==> src/rcr_pkg.sv <==
// Package: register map, field positions and reset values
package rcr_pkg;

  // Channel counts and code width
  localparam int NUM_BUCK = 4;
  localparam int NUM_LDO  = 2;
  localparam int CODE_W   = 6;

  // Buck register offsets, channel 1 first
  localparam logic [3:0][7:0] BUCK_CTRL_OFS = {8'h42, 8'h32, 8'h22, 8'h12};
  localparam logic [3:0][7:0] BUCK_PRI_OFS  = {8'h40, 8'h30, 8'h20, 8'h00};
  localparam logic [3:0][7:0] BUCK_SEC_OFS  = {8'h41, 8'h31, 8'h21, 8'h00};
  // Channel 1 has no voltage registers in this bank
  localparam logic [3:0]      BUCK_HAS_CODE = 4'he;

  // LDO register offsets, channel 5 first
  localparam logic [1:0][7:0] LDO_VOLT_OFS = {8'h58, 8'h50};
  localparam logic [1:0][7:0] LDO_CTRL_OFS = {8'h59, 8'h51};

  // Control register field positions
  localparam int CTRL_ON_BIT        = 7;
  localparam int CTRL_PHASE_BIT     = 2;
  localparam int CTRL_DISCHARGE_BIT = 2;
  localparam int CTRL_ALLOW_BIT     = 1;
  localparam int CTRL_PGOOD_BIT     = 0;

  // Reset values of the writable fields
  localparam logic                RST_ON        = 1'b0;
  localparam logic                RST_PHASE     = 1'b0;
  localparam logic                RST_DISCHARGE = 1'b0;
  localparam logic                RST_ALLOW     = 1'b0;
  localparam logic [CODE_W-1:0]   RST_CODE      = 6'h00;

  // Value of unmapped and reserved read bits
  localparam logic [7:0] RD_FILL = 8'h00;

endpackage

==> src/rcr_buck_chan.sv <==
// Step-down channel: control bits, two voltage codes, fault detect
`timescale 1ns/1ps
module rcr_buck_chan #(
  parameter bit HAS_CODE = 1'b1
) (
  input  wire logic       clk_i,
  input  wire logic       sys_rst_i,
  input  wire logic       wr_ctrl_i,
  input  wire logic       wr_pri_i,
  input  wire logic       wr_sec_i,
  input  wire logic [7:0] wdata_i,
  input  wire logic       select_pin_i,
  input  wire logic       pgood_i,
  output logic            enable_o,
  output logic            phase_o,
  output logic [5:0]      vcode_o,
  output logic            fault_o,
  output logic [7:0]      ctrl_rd_o,
  output logic [7:0]      pri_rd_o,
  output logic [7:0]      sec_rd_o
);

  logic       on_q, on_d, ph_q, ph_d, al_q, al_d, pg_q, pg_d, ft_q, ft_d;
  logic [5:0] pri_q, pri_d, sec_q, sec_d, act_q, act_d;

  // Next state of the channel
  always_comb
  begin
    on_d  = wr_ctrl_i ? wdata_i[rcr_pkg::CTRL_ON_BIT]    : on_q;
    ph_d  = wr_ctrl_i ? wdata_i[rcr_pkg::CTRL_PHASE_BIT] : ph_q;
    al_d  = wr_ctrl_i ? wdata_i[rcr_pkg::CTRL_ALLOW_BIT] : al_q;
    pri_d = (HAS_CODE && wr_pri_i) ? wdata_i[5:0] : pri_q;
    sec_d = (HAS_CODE && wr_sec_i) ? wdata_i[5:0] : sec_q;
    act_d = select_pin_i ? sec_q : pri_q;
    pg_d  = pgood_i;
    ft_d  = pg_q & ~pgood_i & al_q;
  end

  // Channel registers
  always_ff @(posedge clk_i)
  begin
    if (sys_rst_i)
    begin
      on_q  <= rcr_pkg::RST_ON;
      ph_q  <= rcr_pkg::RST_PHASE;
      al_q  <= rcr_pkg::RST_ALLOW;
      pri_q <= rcr_pkg::RST_CODE;
      sec_q <= rcr_pkg::RST_CODE;
      act_q <= rcr_pkg::RST_CODE;
      pg_q  <= 1'b0;
      ft_q  <= 1'b0;
    end
    else
    begin
      on_q  <= on_d;
      ph_q  <= ph_d;
      al_q  <= al_d;
      pri_q <= pri_d;
      sec_q <= sec_d;
      act_q <= act_d;
      pg_q  <= pg_d;
      ft_q  <= ft_d;
    end
  end

  // Outputs and read images, reserved bits fixed
  assign enable_o  = on_q;
  assign phase_o   = ph_q;
  assign vcode_o   = HAS_CODE ? act_q : rcr_pkg::RST_CODE;
  assign fault_o   = ft_q;
  assign ctrl_rd_o = {on_q, 4'h0, ph_q, al_q, pg_q};
  assign pri_rd_o  = {2'b00, pri_q};
  assign sec_rd_o  = {2'b00, sec_q};

endmodule

==> src/rcr_ldo_chan.sv <==
// Low-dropout channel: enable, one voltage code, discharge, fault detect
`timescale 1ns/1ps
module rcr_ldo_chan (
  input  wire logic       clk_i,
  input  wire logic       sys_rst_i,
  input  wire logic       wr_ctrl_i,
  input  wire logic       wr_volt_i,
  input  wire logic [7:0] wdata_i,
  input  wire logic       pgood_i,
  output logic            enable_o,
  output logic            discharge_o,
  output logic [5:0]      vcode_o,
  output logic            fault_o,
  output logic [7:0]      ctrl_rd_o,
  output logic [7:0]      volt_rd_o
);

  logic       on_q, on_d, ds_q, ds_d, al_q, al_d, pg_q, pg_d, ft_q, ft_d;
  logic [5:0] code_q, code_d;

  // Next state of the channel
  always_comb
  begin
    on_d   = wr_ctrl_i ? wdata_i[rcr_pkg::CTRL_ON_BIT]    : on_q;
    ds_d   = wr_ctrl_i ? wdata_i[rcr_pkg::CTRL_DISCHARGE_BIT]
                       : ds_q;
    al_d   = wr_ctrl_i ? wdata_i[rcr_pkg::CTRL_ALLOW_BIT] : al_q;
    code_d = wr_volt_i ? wdata_i[5:0] : code_q;
    pg_d   = pgood_i;
    ft_d   = pg_q & ~pgood_i & al_q;
  end

  // Channel registers
  always_ff @(posedge clk_i)
  begin
    if (sys_rst_i)
    begin
      on_q   <= rcr_pkg::RST_ON;
      ds_q   <= rcr_pkg::RST_DISCHARGE;
      al_q   <= rcr_pkg::RST_ALLOW;
      code_q <= rcr_pkg::RST_CODE;
      pg_q   <= 1'b0;
      ft_q   <= 1'b0;
    end
    else
    begin
      on_q   <= on_d;
      ds_q   <= ds_d;
      al_q   <= al_d;
      code_q <= code_d;
      pg_q   <= pg_d;
      ft_q   <= ft_d;
    end
  end

  // Discharge only while shut down
  assign discharge_o = ds_q & ~on_q;
  assign enable_o    = on_q;
  assign vcode_o     = code_q;
  assign fault_o     = ft_q;
  assign ctrl_rd_o   = {on_q, 4'h0, ds_q, al_q, pg_q};
  assign volt_rd_o   = {2'b00, code_q};

endmodule

==> src/rcr_regs.sv <==
// Regulator control register bank: decode, channels, read-back
`timescale 1ns/1ps
module rcr_regs #(
  parameter int NUM_BUCK = rcr_pkg::NUM_BUCK,
  parameter int NUM_LDO  = rcr_pkg::NUM_LDO
) (
  input  wire logic                        clk_i,
  input  wire logic                        sys_rst_i,
  input  wire logic [7:0]                  reg_addr_i,
  input  wire logic                        reg_wr_i,
  input  wire logic [7:0]                  reg_wdata_i,
  input  wire logic                        reg_rd_i,
  output logic      [7:0]                  reg_rdata_o,
  output logic                             reg_rvalid_o,
  input  wire logic                        voltage_select_pin_i,
  input  wire logic [NUM_BUCK-1:0]         buck_pgood_i,
  input  wire logic [NUM_LDO-1:0]          ldo_pgood_i,
  output logic      [NUM_BUCK-1:0]         buck_enable_o,
  output logic      [NUM_BUCK-1:0]         buck_phase_shift_o,
  output logic      [NUM_BUCK-1:0][5:0]    buck_vcode_o,
  output logic      [NUM_LDO-1:0]          ldo_enable_o,
  output logic      [NUM_LDO-1:0]          output_discharge_enable_o,
  output logic      [NUM_LDO-1:0][5:0]     ldo_voltage_code_o,
  output logic                             fault_irq_o
);

  // Per-register write strobes, read images and channel faults
  logic [NUM_BUCK-1:0]      bwr_ctrl, bwr_pri, bwr_sec, bflt;
  logic [NUM_BUCK-1:0][7:0] brd_ctrl, brd_pri, brd_sec;
  logic [NUM_LDO-1:0]       lwr_ctrl, lwr_volt, lflt;
  logic [NUM_LDO-1:0][7:0]  lrd_ctrl, lrd_volt;

  // Read path and interrupt state
  logic [7:0] rdata_q, rdata_d;
  logic       rvalid_q, rvalid_d;
  logic       irq_q, irq_d;

  // Step-down channels
  genvar gb;
  generate
    for (gb = 0; gb < NUM_BUCK; gb++)
    begin : g_buck
      // Address decode of this channel's registers
      assign bwr_ctrl[gb] = reg_wr_i &&
                            (reg_addr_i == rcr_pkg::BUCK_CTRL_OFS[gb]);
      assign bwr_pri[gb]  = reg_wr_i && rcr_pkg::BUCK_HAS_CODE[gb] &&
                            (reg_addr_i == rcr_pkg::BUCK_PRI_OFS[gb]);
      assign bwr_sec[gb]  = reg_wr_i && rcr_pkg::BUCK_HAS_CODE[gb] &&
                            (reg_addr_i == rcr_pkg::BUCK_SEC_OFS[gb]);

      rcr_buck_chan #(
        .HAS_CODE (rcr_pkg::BUCK_HAS_CODE[gb])
      ) u_buck (
        .clk_i     (clk_i),
        .sys_rst_i (sys_rst_i),
        .wr_ctrl_i (bwr_ctrl[gb]),
        .wr_pri_i  (bwr_pri[gb]),
        .wr_sec_i  (bwr_sec[gb]),
        .wdata_i   (reg_wdata_i),
        .select_pin_i (voltage_select_pin_i),
        .pgood_i   (buck_pgood_i[gb]),
        .enable_o  (buck_enable_o[gb]),
        .phase_o   (buck_phase_shift_o[gb]),
        .vcode_o   (buck_vcode_o[gb]),
        .fault_o   (bflt[gb]),
        .ctrl_rd_o (brd_ctrl[gb]),
        .pri_rd_o  (brd_pri[gb]),
        .sec_rd_o  (brd_sec[gb])
      );
    end
  endgenerate

  // Low-dropout channels
  genvar gl;
  generate
    for (gl = 0; gl < NUM_LDO; gl++)
    begin : g_ldo
      // Address decode of this channel's registers
      assign lwr_ctrl[gl] = reg_wr_i &&
                            (reg_addr_i == rcr_pkg::LDO_CTRL_OFS[gl]);
      assign lwr_volt[gl] = reg_wr_i &&
                            (reg_addr_i == rcr_pkg::LDO_VOLT_OFS[gl]);

      rcr_ldo_chan u_ldo (
        .clk_i       (clk_i),
        .sys_rst_i   (sys_rst_i),
        .wr_ctrl_i   (lwr_ctrl[gl]),
        .wr_volt_i   (lwr_volt[gl]),
        .wdata_i     (reg_wdata_i),
        .pgood_i     (ldo_pgood_i[gl]),
        .enable_o    (ldo_enable_o[gl]),
        .discharge_o (output_discharge_enable_o[gl]),
        .vcode_o     (ldo_voltage_code_o[gl]),
        .fault_o     (lflt[gl]),
        .ctrl_rd_o   (lrd_ctrl[gl]),
        .volt_rd_o   (lrd_volt[gl])
      );
    end
  endgenerate

  // Read mux; unmapped addresses return the fill value
  always_comb
  begin
    rdata_d  = rdata_q;
    rvalid_d = reg_rd_i;
    if (reg_rd_i)
    begin
      rdata_d = rcr_pkg::RD_FILL;
      for (int i = 0; i < NUM_BUCK; i++)
      begin
        if (reg_addr_i == rcr_pkg::BUCK_CTRL_OFS[i])
          rdata_d = brd_ctrl[i];
        if (rcr_pkg::BUCK_HAS_CODE[i] &&
            reg_addr_i == rcr_pkg::BUCK_PRI_OFS[i])
          rdata_d = brd_pri[i];
        if (rcr_pkg::BUCK_HAS_CODE[i] &&
            reg_addr_i == rcr_pkg::BUCK_SEC_OFS[i])
          rdata_d = brd_sec[i];
      end
      for (int j = 0; j < NUM_LDO; j++)
      begin
        if (reg_addr_i == rcr_pkg::LDO_CTRL_OFS[j])
          rdata_d = lrd_ctrl[j];
        if (reg_addr_i == rcr_pkg::LDO_VOLT_OFS[j])
          rdata_d = lrd_volt[j];
      end
    end
    // One-cycle fault request from any allowed channel
    irq_d = (|bflt) | (|lflt);
  end

  // Read and interrupt registers
  always_ff @(posedge clk_i)
  begin
    if (sys_rst_i)
    begin
      rdata_q  <= rcr_pkg::RD_FILL;
      rvalid_q <= 1'b0;
      irq_q    <= 1'b0;
    end
    else
    begin
      rdata_q  <= rdata_d;
      rvalid_q <= rvalid_d;
      irq_q    <= irq_d;
    end
  end

  assign reg_rdata_o  = rdata_q;
  assign reg_rvalid_o = rvalid_q;
  assign fault_irq_o  = irq_q;

endmodule

==> config.mk <==
export PLATFORM = sky130hd
export DESIGN_NAME = rcr_regs
export DESIGN_NICKNAME = d
export VERILOG_FILES = /design/src/rcr_pkg.sv /design/src/rcr_buck_chan.sv /design/src/rcr_ldo_chan.sv /design/src/rcr_regs.sv
export SDC_FILE = /design/constraint.sdc
export NUM_CORES = 1
export LEC_CHECK = 0
export BUFFER_PORTS_ARGS = -buffer_cell sky130_fd_sc_hd__buf_2
export CAP_MARGIN = 0
export CORE_ASPECT_RATIO = 0.75
export CORE_MARGIN = 4
export CORE_UTILIZATION = 45
export DETAILED_ROUTE_END_ITERATION = 12
export GPL_ROUTABILITY_DRIVEN = 0
export HOLD_SLACK_MARGIN = 0.06
export PLACE_DENSITY = 0.66
export SLEW_MARGIN = 20
export SYNTH_ARGS = -nofsm -noshare
export SYNTH_HDL_FRONTEND = slang
export SYNTH_SLANG_ARGS = --single-unit
==> constraint.sdc <==
create_clock -name clk_i -period 1.91 [get_ports clk_i]
set_input_delay 0.0955 -clock clk_i [delete_from_list [all_inputs] [get_ports clk_i]]
set_output_delay 0.0955 -clock clk_i [all_outputs]
set_load 0.05 [all_outputs]
* After elaboration in Yosys (flattened, before gate mapping)
Index checks and enable logic that the tools add are counted.
W data, S select, Z words.
** Word-level totals
- Register bits after elaboration :: 106
- Bits of input ports :: 27
- Output and inout port bits :: 58
- Logic and storage cells :: 114
** Operators by class
- Equality and inequality tests :: 14
- Mux-type cells :: 17
- Bitwise gates (word level) :: 23
- Reductions and logical operators :: 16
** Operators with widths (number)
- $mux W8 :: 14
- $eq A8 B7 Y1 const B :: 7
- $eq A8 B6 Y1 const B :: 6
- $mux W6 :: 3
- $and A1 B1 Y1 :: 14
- $logic_and A1 B1 Y1 :: 14
- $eq A8 B5 Y1 const B :: 1
- $not A1 Y1 :: 8
- $reduce_or A4 Y1 :: 1
- $reduce_or A2 Y1 :: 1
- $or A1 B1 Y1 :: 1

* Depth between registers and ports, before layout
Gate-level depths: netlist (run 1).
- Depth in word-level cells :: 15
- Gate-level depth with buffers :: 7
- Gate-level depth less buffers :: 5

* Cells and area by module
From an unflattened synthesis (run 1), not the netlist that was laid out.
** Unflattened totals
- Cells, all modules :: 662
- Area total of the unflattened synthesis :: 6032.0 um2
** Modules (own cells, without submodules)
- rcr_buck_chan (g_buck[1].u_buck ...) :: instances 3, cells each 85, area each 908.4 um2, sequential area each 460.4 um2
- rcr_regs :: instances 1, cells each 261, area each 1904.3 um2, sequential area each 200.2 um2
- rcr_ldo_chan :: instances 2, cells each 51, area each 506.7 um2, sequential area each 220.2 um2
- rcr_buck_chan (g_buck[0].u_buck) :: instances 1, cells each 44, area each 389.1 um2, sequential area each 100.1 um2

* Worst setup path before layout (run 1)
Ideal clock, no wire load.
- Path kind :: reg-to-reg
- Start point :: reg g_ldo[0].u_ldo.code_q[0]
- End point :: reg rdata_q[0], in the netlist reg_rdata_o[0]
- Library setup time :: 124 ps
- Arrival :: 1408 ps
- Required time :: 1786 ps
- Setup slack :: 379 ps
- Stages on the path, launching flop included :: 6
- Buffers on the path :: 0
- Clock period less this slack :: 1531 ps
- Cell sequence :: dfxtp_1 -> mux4_2 -> nand3_1 -> nand2_1 -> a211oi_1 -> a21oi_1
** On the way
- Word-level cells in the longest chain between the ends :: 3
** Ends and longest elaborated chain
- start: declaration :: RTL line rcr_ldo_chan.sv:19 : logic [5:0] code_q, code_d;
- start signal: assignment :: RTL line rcr_ldo_chan.sv:41 : code_q <= rcr_pkg::RST_CODE;
- start signal: assignment :: RTL line rcr_ldo_chan.sv:50 : code_q <= code_d;
- $mux W8 :: RTL line rcr_regs.sv:124 : if (reg_addr_i == rcr_pkg::LDO_VOLT_OFS[j])
- $mux W8 :: RTL line rcr_regs.sv:122 : if (reg_addr_i == rcr_pkg::LDO_CTRL_OFS[j])
- $mux W8 :: RTL line rcr_regs.sv:124
- end signal: assignment :: RTL line rcr_regs.sv:137 : rdata_q <= rcr_pkg::RD_FILL;
- end signal: assignment :: RTL line rcr_regs.sv:143 : rdata_q <= rdata_d;
- end: declaration :: RTL line rcr_regs.sv:34 : logic [7:0] rdata_q, rdata_d;
Every way passes these cells.
A chain may end at the register's enable or synchronous reset.

* Worst setup path after layout (run 1)
- Start point :: reg g_buck[1].u_buck.al_q
- End point :: reg rdata_q[1], in the netlist reg_rdata_o[1]
** On the way
- Word-level cells in the longest chain between the ends :: 13
** Ends and longest elaborated chain
- start: declaration :: RTL line rcr_buck_chan.sv:23 : logic on_q, on_d, ph_q, ph_d, al_q, al_d, pg_q, pg_d, ft_q, ft_d;
- start signal: assignment :: RTL line rcr_buck_chan.sv:46 : al_q <= rcr_pkg::RST_ALLOW;
- start signal: assignment :: RTL line rcr_buck_chan.sv:57 : al_q <= al_d;
- $mux W8 :: RTL line rcr_regs.sv:111 : if (reg_addr_i == rcr_pkg::BUCK_CTRL_OFS[i])
- $mux W8 :: RTL line rcr_regs.sv:113 : if (rcr_pkg::BUCK_HAS_CODE[i] &&
- $mux W8 :: RTL line rcr_regs.sv:116 : if (rcr_pkg::BUCK_HAS_CODE[i] &&
- $mux W8 :: RTL line rcr_regs.sv:111
- $mux W8 :: RTL line rcr_regs.sv:113
- $mux W8 :: RTL line rcr_regs.sv:116
- $mux W8 :: RTL line rcr_regs.sv:111
- $mux W8 :: RTL line rcr_regs.sv:113
- $mux W8 :: RTL line rcr_regs.sv:116
- $mux W8 :: RTL line rcr_regs.sv:122
- $mux W8 :: RTL line rcr_regs.sv:124
- $mux W8 :: RTL line rcr_regs.sv:122
- $mux W8 :: RTL line rcr_regs.sv:124
Every way passes these cells.

==> impl_metrics.ini, run 1 <==
[yosys]
netlist_area_um2 = 4860
ys_top_cells_by_count = 105 x dfxtp_1, 91 x nor2_1, 83 x mux2i_1
ys_seq_elements = 105
ys_seq_area_share_pct = 43.3
synth-main-ff-cell = dfxtp_1
yosysMostFrequentCell = dfxtp_1
synth.distinct_cells = 52
yosys-top-cells-area = dfxtp_1 43%, mux2i_1 17%, nor2_1 7.0%
syn_avg_cell_area_um2 = 9.13
yosysTopAreaCellShare_pct = 43.3
synth_warnings = 0
synth_top_cell_by_area = dfxtp_1
syn_inst = 532
async_flop_share_pct = 0
synth_edf_count = 0

[routing]
vias = 4069
wl_met2_mm = 5.49
wire_per_inst_um = 17.3
drtPass1Iterations = 5
post_drt_via_cell_ratio = 5.56
top_layer = met4
detail-route-antenna-nets = 0
wl_met3_mm = 1.17
drtIter0Drc = 370
drt-total-wl_mm = 12.7
wl_met1_mm = 5.87
drc = 0

[floorplanning]
io_pins = 85
coreArea_um2 = 10400
rows = 32
die_area_um2 = 12500
die_w_um = 128
initial_core_util_pct = 46.7
die_y_um = 98.0

[power]
p_leak_nw = 2.71
peakVddDrop_v = 0.000472
power.density_nw_per_um2 = 789

[hold_path]
hold_class = in2reg

[finish]
drive_gt1_share_pct = 21.5
syn_to_final_growth_pct = 16.1
final_core_util_pct = 54.2
fillers = 970
fin_cells = 732
antennaDiodeCount = 0
fin_nets = 618

[timing]
max_slew_margin_pct = 54.1
clock-skew-final_ns = 0.00410
tightestPinTransition_ns = 0.688
drv_slew = 0
tns_ns = 0
finalCritPeriodShare_pct = 81.3
max_freq_mhz = 644
finalCriticalPeriod_ns = 1.55
finalHoldViolations = 0
setup_viol = 0
rsz0062_at_grt = no

[placed_design]
dp.cells = 710
hpwl_mm = 9.14
port_buffers = 76

[global_routing]
grt_first_pass_wirelength_mm = 20.5
grt-ovfl-total = 0
grt_pass1_vias = 3911
grt_usage_pct = 20.4
grt_max_degree = 38
antenna_found_initial = 0

[worst_setup_path]
critPathMaxStageDelay_ns = 0.46
path_max_fanout = 3
crit_required_ns = 2.19
crit_chain = or3b_2 -> a21o_1 -> a21oi_1 -> o21ai_0 -> a21oi_1
crit_top_cell = a21oi_1
cp_top_family = compound AO/OA/AOI/OAI gates
slowest_stage = or3b_2
cp_num_buf_inv = 0
cp-end-kind = flop
crit_arrival_ns = 1.84
cp-start-kind = flop
critPathKind = reg2reg

[clocking]
clock_latency_ns = 0.35
cts.path.max_buffers = 2
htreeDepth = 3
clockRootBuffer = clkbuf_16
clk_pin_slew_ns = 0.07
cts_hold_buf = 6
ctsResizeCount = 0
numCtsBuffers = 9
cts_sinks = 105
cts_setup_buffers = 0
cts_tree = yes

[job]
drv_cap = 0

[outcome]
outcome = finished clean
[where the power goes]
part	switching, mW	internal, mW	total (mW)	leakage [nW]
logic	0.266	0.118	0.383	1.72
registers	0.0105	2.20	2.22	0.849
clock network	0.834	1.02	1.85	0.146
[final timing paths]
path	startpoint	to	slack (ns)	cells past startpoint
max	g_buck[1].u_buck.al_q	reg_rdata_o[1]	0.36	5
min	reg_wdata_i[7]	g_buck[3].u_buck.enable_o	0.09	3
max reg2reg	g_buck[1].u_buck.al_q	reg_rdata_o[1]	0.36	5
min reg2reg	g_buck[0].u_buck.pg_q	g_buck[0].u_buck.fault_o	0.45	2
[worst min-delay path, stage by stage]
cell	delay [ns]
buf_2	0.16
nand3_1	0.08
a21oi_1	0.06
[routing by layer]
metal,GRT usage (%),up-vias
met5,0,-
met2,29.6,165
met3,5.19,14
met4,4.81,0
met1,30.2,1926
li1,-,1964
[through the flow]
| step | hold slack, ns | area, µm² | total power [mW] | worst slack [ns] |
|---|---|---|---|---|
| after global routing | 0.111 | 5640 | 4.60 | 0.359 |
| after CTS | 0.0755 | 5640 | 4.48 | 0.396 |
| after detailed placement | 0.272 | 5290 | 2.63 | 0.155 |
| final | 0.0898 | 5640 | 4.45 | 0.357 |
| after floorplan | 0.172 | 4880 | 2.54 | 0.379 |
| after global placement | 0.272 | 5290 | 2.63 | 0.166 |
[cell type report]
cell class,count,area (µm²),share of cell area [%]
flip-flops and latches,105,2100,37.3
repair buffers,105,638,11.3
clock inverters,7,70.1,1.24
well taps,136,170,3.02
clock buffers,9,225,3.99
multi-input cells,368,2430,43.0
inverters,2,7.51,0.133
[layout by cell type, fill, tap and decap left out, types with 3 or more instances in the layout]
master,n
nand3_1,30
conb_1,7
nand2_1,28
clkbuf_16,9
o31ai_1,3
mux2i_1,83
a21oi_1,22
nand3_2,3
a21o_1,6
nor2_1,91
o21ai_0,10
buf_2,76
o32ai_1,4
nor4b_4,3
nand4_1,6
buf_4,21
nor3_1,12
o2111ai_1,3
clkinv_2,3
dlygate4sd3_1,6
a32oi_1,4
a2bb2oi_1,3
nor2b_1,10
nand2b_1,4
dfxtp_1,105
[state kept, by name, summed over array words and instances (netlist names), 4 cells and up]
name                    flops
g_buck.u_buck.al_q          4
g_buck.u_buck.fault_o       4
g_buck.u_buck.sec_q        18
reg_rdata_o                 7
g_buck.u_buck.vcode_o      18
g_buck.u_buck.pri_q        18
g_buck.u_buck.enable_o      4
g_ldo.u_ldo.vcode_o        12
g_buck.u_buck.pg_q          4
g_buck.u_buck.phase_o       4
[cell families (layout without fill, tap and decap cells)]
family / after synthesis / after routing / share of synthesized area, %
mux: 85 / 85 / 17.8
compound gates: 71 / 71 / 9.89
buf+inv: 65 / 123 / 7.34
simple gates: 205 / 205 / 21.6
flops: 105 / 105 / 43.3
other cells: 1 / 7 / 0.0772
Note: power is estimated with default switching activity, not from simulation.
==> run 2, diff against run 1 <==
--- a/config.mk
+++ b/config.mk
@@ -5,6 +5,7 @@
 export SDC_FILE = /design/constraint.sdc
 export NUM_CORES = 1
 export LEC_CHECK = 0
+export ABC_AREA = 1
 export BUFFER_PORTS_ARGS = -buffer_cell sky130_fd_sc_hd__buf_2
 export CAP_MARGIN = 0
 export CORE_ASPECT_RATIO = 0.75
@@ -13,7 +14,7 @@
 export DETAILED_ROUTE_END_ITERATION = 12
 export GPL_ROUTABILITY_DRIVEN = 0
 export HOLD_SLACK_MARGIN = 0.06
-export PLACE_DENSITY = 0.66
+export PLACE_DENSITY = 0.7
 export SLEW_MARGIN = 20
 export SYNTH_ARGS = -nofsm -noshare
 export SYNTH_HDL_FRONTEND = slang
==> constraint.sdc (replaced) <==
create_clock -name clk_i -period 1.4 [get_ports clk_i]
set_input_delay 0.07 -clock clk_i [delete_from_list [all_inputs] [get_ports clk_i]]
set_output_delay 0.07 -clock clk_i [all_outputs]
set_load 0.05 [all_outputs]
==> run 2 against run 1 <==
  * Global-route usage up 1.4 points
  * Clock power up 32%
  * First-iteration DRC count up 21%
  * Setup slack worse by 0.22 ns
  * Critical endpoint is now fault_irq_o
  * Sequential cell count unchanged
  * Non-clock buffer count up 13
==> impl_metrics.ini, run 2 <==
[global_routing]
use_met1_pct = 30.7
antenna_found_initial = 0
grt_usage_pct = 21.7
grt_use_met3_pct = 5.60
use_met2_pct = 32.2
grt_first_pass_wirelength_mm = 19.6
grt_max_degree = 77
grt-ovfl-total = 0
grt_pass1_vias = 3967
globalRoute.busiestLayer = met2

[timing]
max_slew_margin_pct = 63.9
max_freq_mhz = 794
setup_viol = 0
finalHoldViolations = 0
finalCritPeriodShare_pct = 89.9
rsz0062_at_grt = no
setup_slack_ns = 0.141
tightestPinTransition_ns = 0.542
drv_slew = 0
clock-skew-final_ns = 0.0107
finalCriticalPeriod_ns = 1.26

[clocking]
htreeDepth = 3
cts.path.max_buffers = 2
cts_setup_buffers = 0
numCtsBuffers = 9
cts_tree = yes
cts_sinks = 105
clockRootBuffer = clkbuf_16
clk_pin_slew_ns = 0.07
clock_latency_ns = 0.35

[hold_path]
hold_class = in2reg
holdPathStages = 3

[finish]
antennaDiodeCount = 0
final_core_util_pct = 55.9
layout_common_cells = 105 x dfxtp_1, 81 x a21oi_1, 79 x o21ai_0
syn_to_final_growth_pct = 21.5
final_area_um2 = 5400
fin_nets = 721
fin_cells = 831
drive_gt1_share_pct = 20.7
final_common_cell = dfxtp_1

[yosys]
ys_seq_elements = 105
synth_top_cell_by_area = dfxtp_1
yosys-top-cells-area = dfxtp_1 47%, a21oi_1 9.1%, o21ai_0 8.9%
synth-main-ff-cell = dfxtp_1
async_flop_share_pct = 0
ys_seq_area_share_pct = 47.3
synth_warnings = 0
syn_inst = 604
yosysMostFrequentCell = dfxtp_1
ys_top_cells_by_count = 105 x dfxtp_1, 81 x a21oi_1, 79 x o21ai_0
syn_avg_cell_area_um2 = 7.36
netlist_area_um2 = 4440
synth.distinct_cells = 32
synth_edf_count = 0
yosysTopAreaCellShare_pct = 47.3

[placed_design]
port_buffers = 76
hpwl_mm = 8.85
dp.cells = 808
dp_slack_ns = -0.163
placedInstanceArea_um2 = 5030

[power]
p_leak_nw = 2.26
clock_power_share_pct = 40.6
peakVddDrop_v = 0.000844
internal-power_mw = 4.53
swShare_pct = 25.0
power.switching_mw = 1.51
comb_power_share_pct = 8.9
p_total_mw = 6.04
power.density_nw_per_um2 = 1120
p_seq_share_pct = 50.5

[floorplanning]
die_w_um = 123
die_y_um = 94.1
rows = 31
initial_core_util_pct = 46.0
coreArea_um2 = 9660
die_area_um2 = 11500
io_pins = 85

[routing]
vias = 4227
detail-route-antenna-nets = 0
post_drt_via_cell_ratio = 5.09
drc = 0
drt-total-wl_mm = 12.1
drtPass1Iterations = 5
drtIter0Drc = 446
wire_per_inst_um = 14.5

[outcome]
outcome = finished clean

[worst_setup_path]
cp-end-kind = flop
timing.rr.start = g_buck[1].u_buck.fault_o
crit_path_end = fault_irq_o
r2r_cells = 3
rrSetupSlack_ns = 0.14
r2r_end = fault_irq_o
crit_required_ns = 1.64
crit_start = g_buck[1].u_buck.fault_o
critPathKind = reg2reg
cp-start-kind = flop
crit_arrival_ns = 1.50
path_max_fanout = 1

[job]
drv_cap = 0
==> run 2: power groups by stage <==
stage               clock network (mW)  logic [mW]  registers [mW]
floorplan                            0       0.238            3.23
global placement                     0       0.511            3.12
detailed placement                   0       0.519            3.12
CTS                               2.50       0.535            3.05
global route                      2.62       0.584            3.05
finish                            2.45       0.540            3.05
==> run 2: worst min path at each step <==
stage / startpoint / to / slack, ns
after global routing: reg_wdata_i[4] / g_ldo[0].u_ldo.vcode_o[4] / 0.10
final: reg_wdata_i[0] / g_buck[2].u_buck.pri_q[0] / 0.09
after global placement: buck_pgood_i[1] / g_buck[1].u_buck.fault_o / 0.25
after detailed placement: buck_pgood_i[0] / g_buck[0].u_buck.fault_o / 0.25
after CTS: reg_wdata_i[0] / g_buck[2].u_buck.pri_q[0] / 0.08
after floorplan: buck_pgood_i[3] / g_buck[3].u_buck.fault_o / 0.15
==> run 2: kinds of logic (layout without fill, tap and decap cells) <==
kind of cell | after synthesis | count (layout) | synth area share [%]
compound gates | 178 | 178 | 21.0
buf+inv | 117 | 206 | 11.9
flops | 105 | 105 | 47.3
other cells | 1 | 7 | 0.0844
simple gates | 203 | 203 | 19.8
==> run 2: per-layer routing <==
layer / wire length [µm] / share of wire [%] / vias to the layer above
li1: - / - / 2136
met2: 5070 / 42 / 167
met3: 964 / 8.0 / 24
met5: 0 / 0 / -
met1: 5790 / 48 / 1900
met4: 235 / 1.9 / 0
==> run 2: repair_timing <==
| action | 4_1_cts | 5_1_grt |
|---|---|---|
| hold endpoints to repair | 13 | 0 |
| hold buffers | 7 | 0 |
| setup endpoints to repair | 0 | 1 |
| resized for setup | 0 | 1 |
==> run 2: critical path: stages (launching register included) <==
cell and delay (ns):
dfxtp_1 0.30, or4_1 0.58, o31ai_1 0.21, inv_1 0.06
==> run 2: final cells by class <==
cell class,instances,area (µm²)
sequential,105,2100
fill,900,4260
timing repair buffer,118,726
clock inverter,3,23.8
multi-input combinational,388,1840
tap,132,165
clock buffer,13,270
inverter,72,270
==> run 2: per-stage QoR <==
stage	hold slack, ns	TNS, ns
5_1_grt	0.102	0
3_5_place_dp	0.249	-1.94
2_1_floorplan	0.146	0
4_1_cts	0.0769	0
6_report	0.0927	0
3_3_place_gp	0.250	-0.656
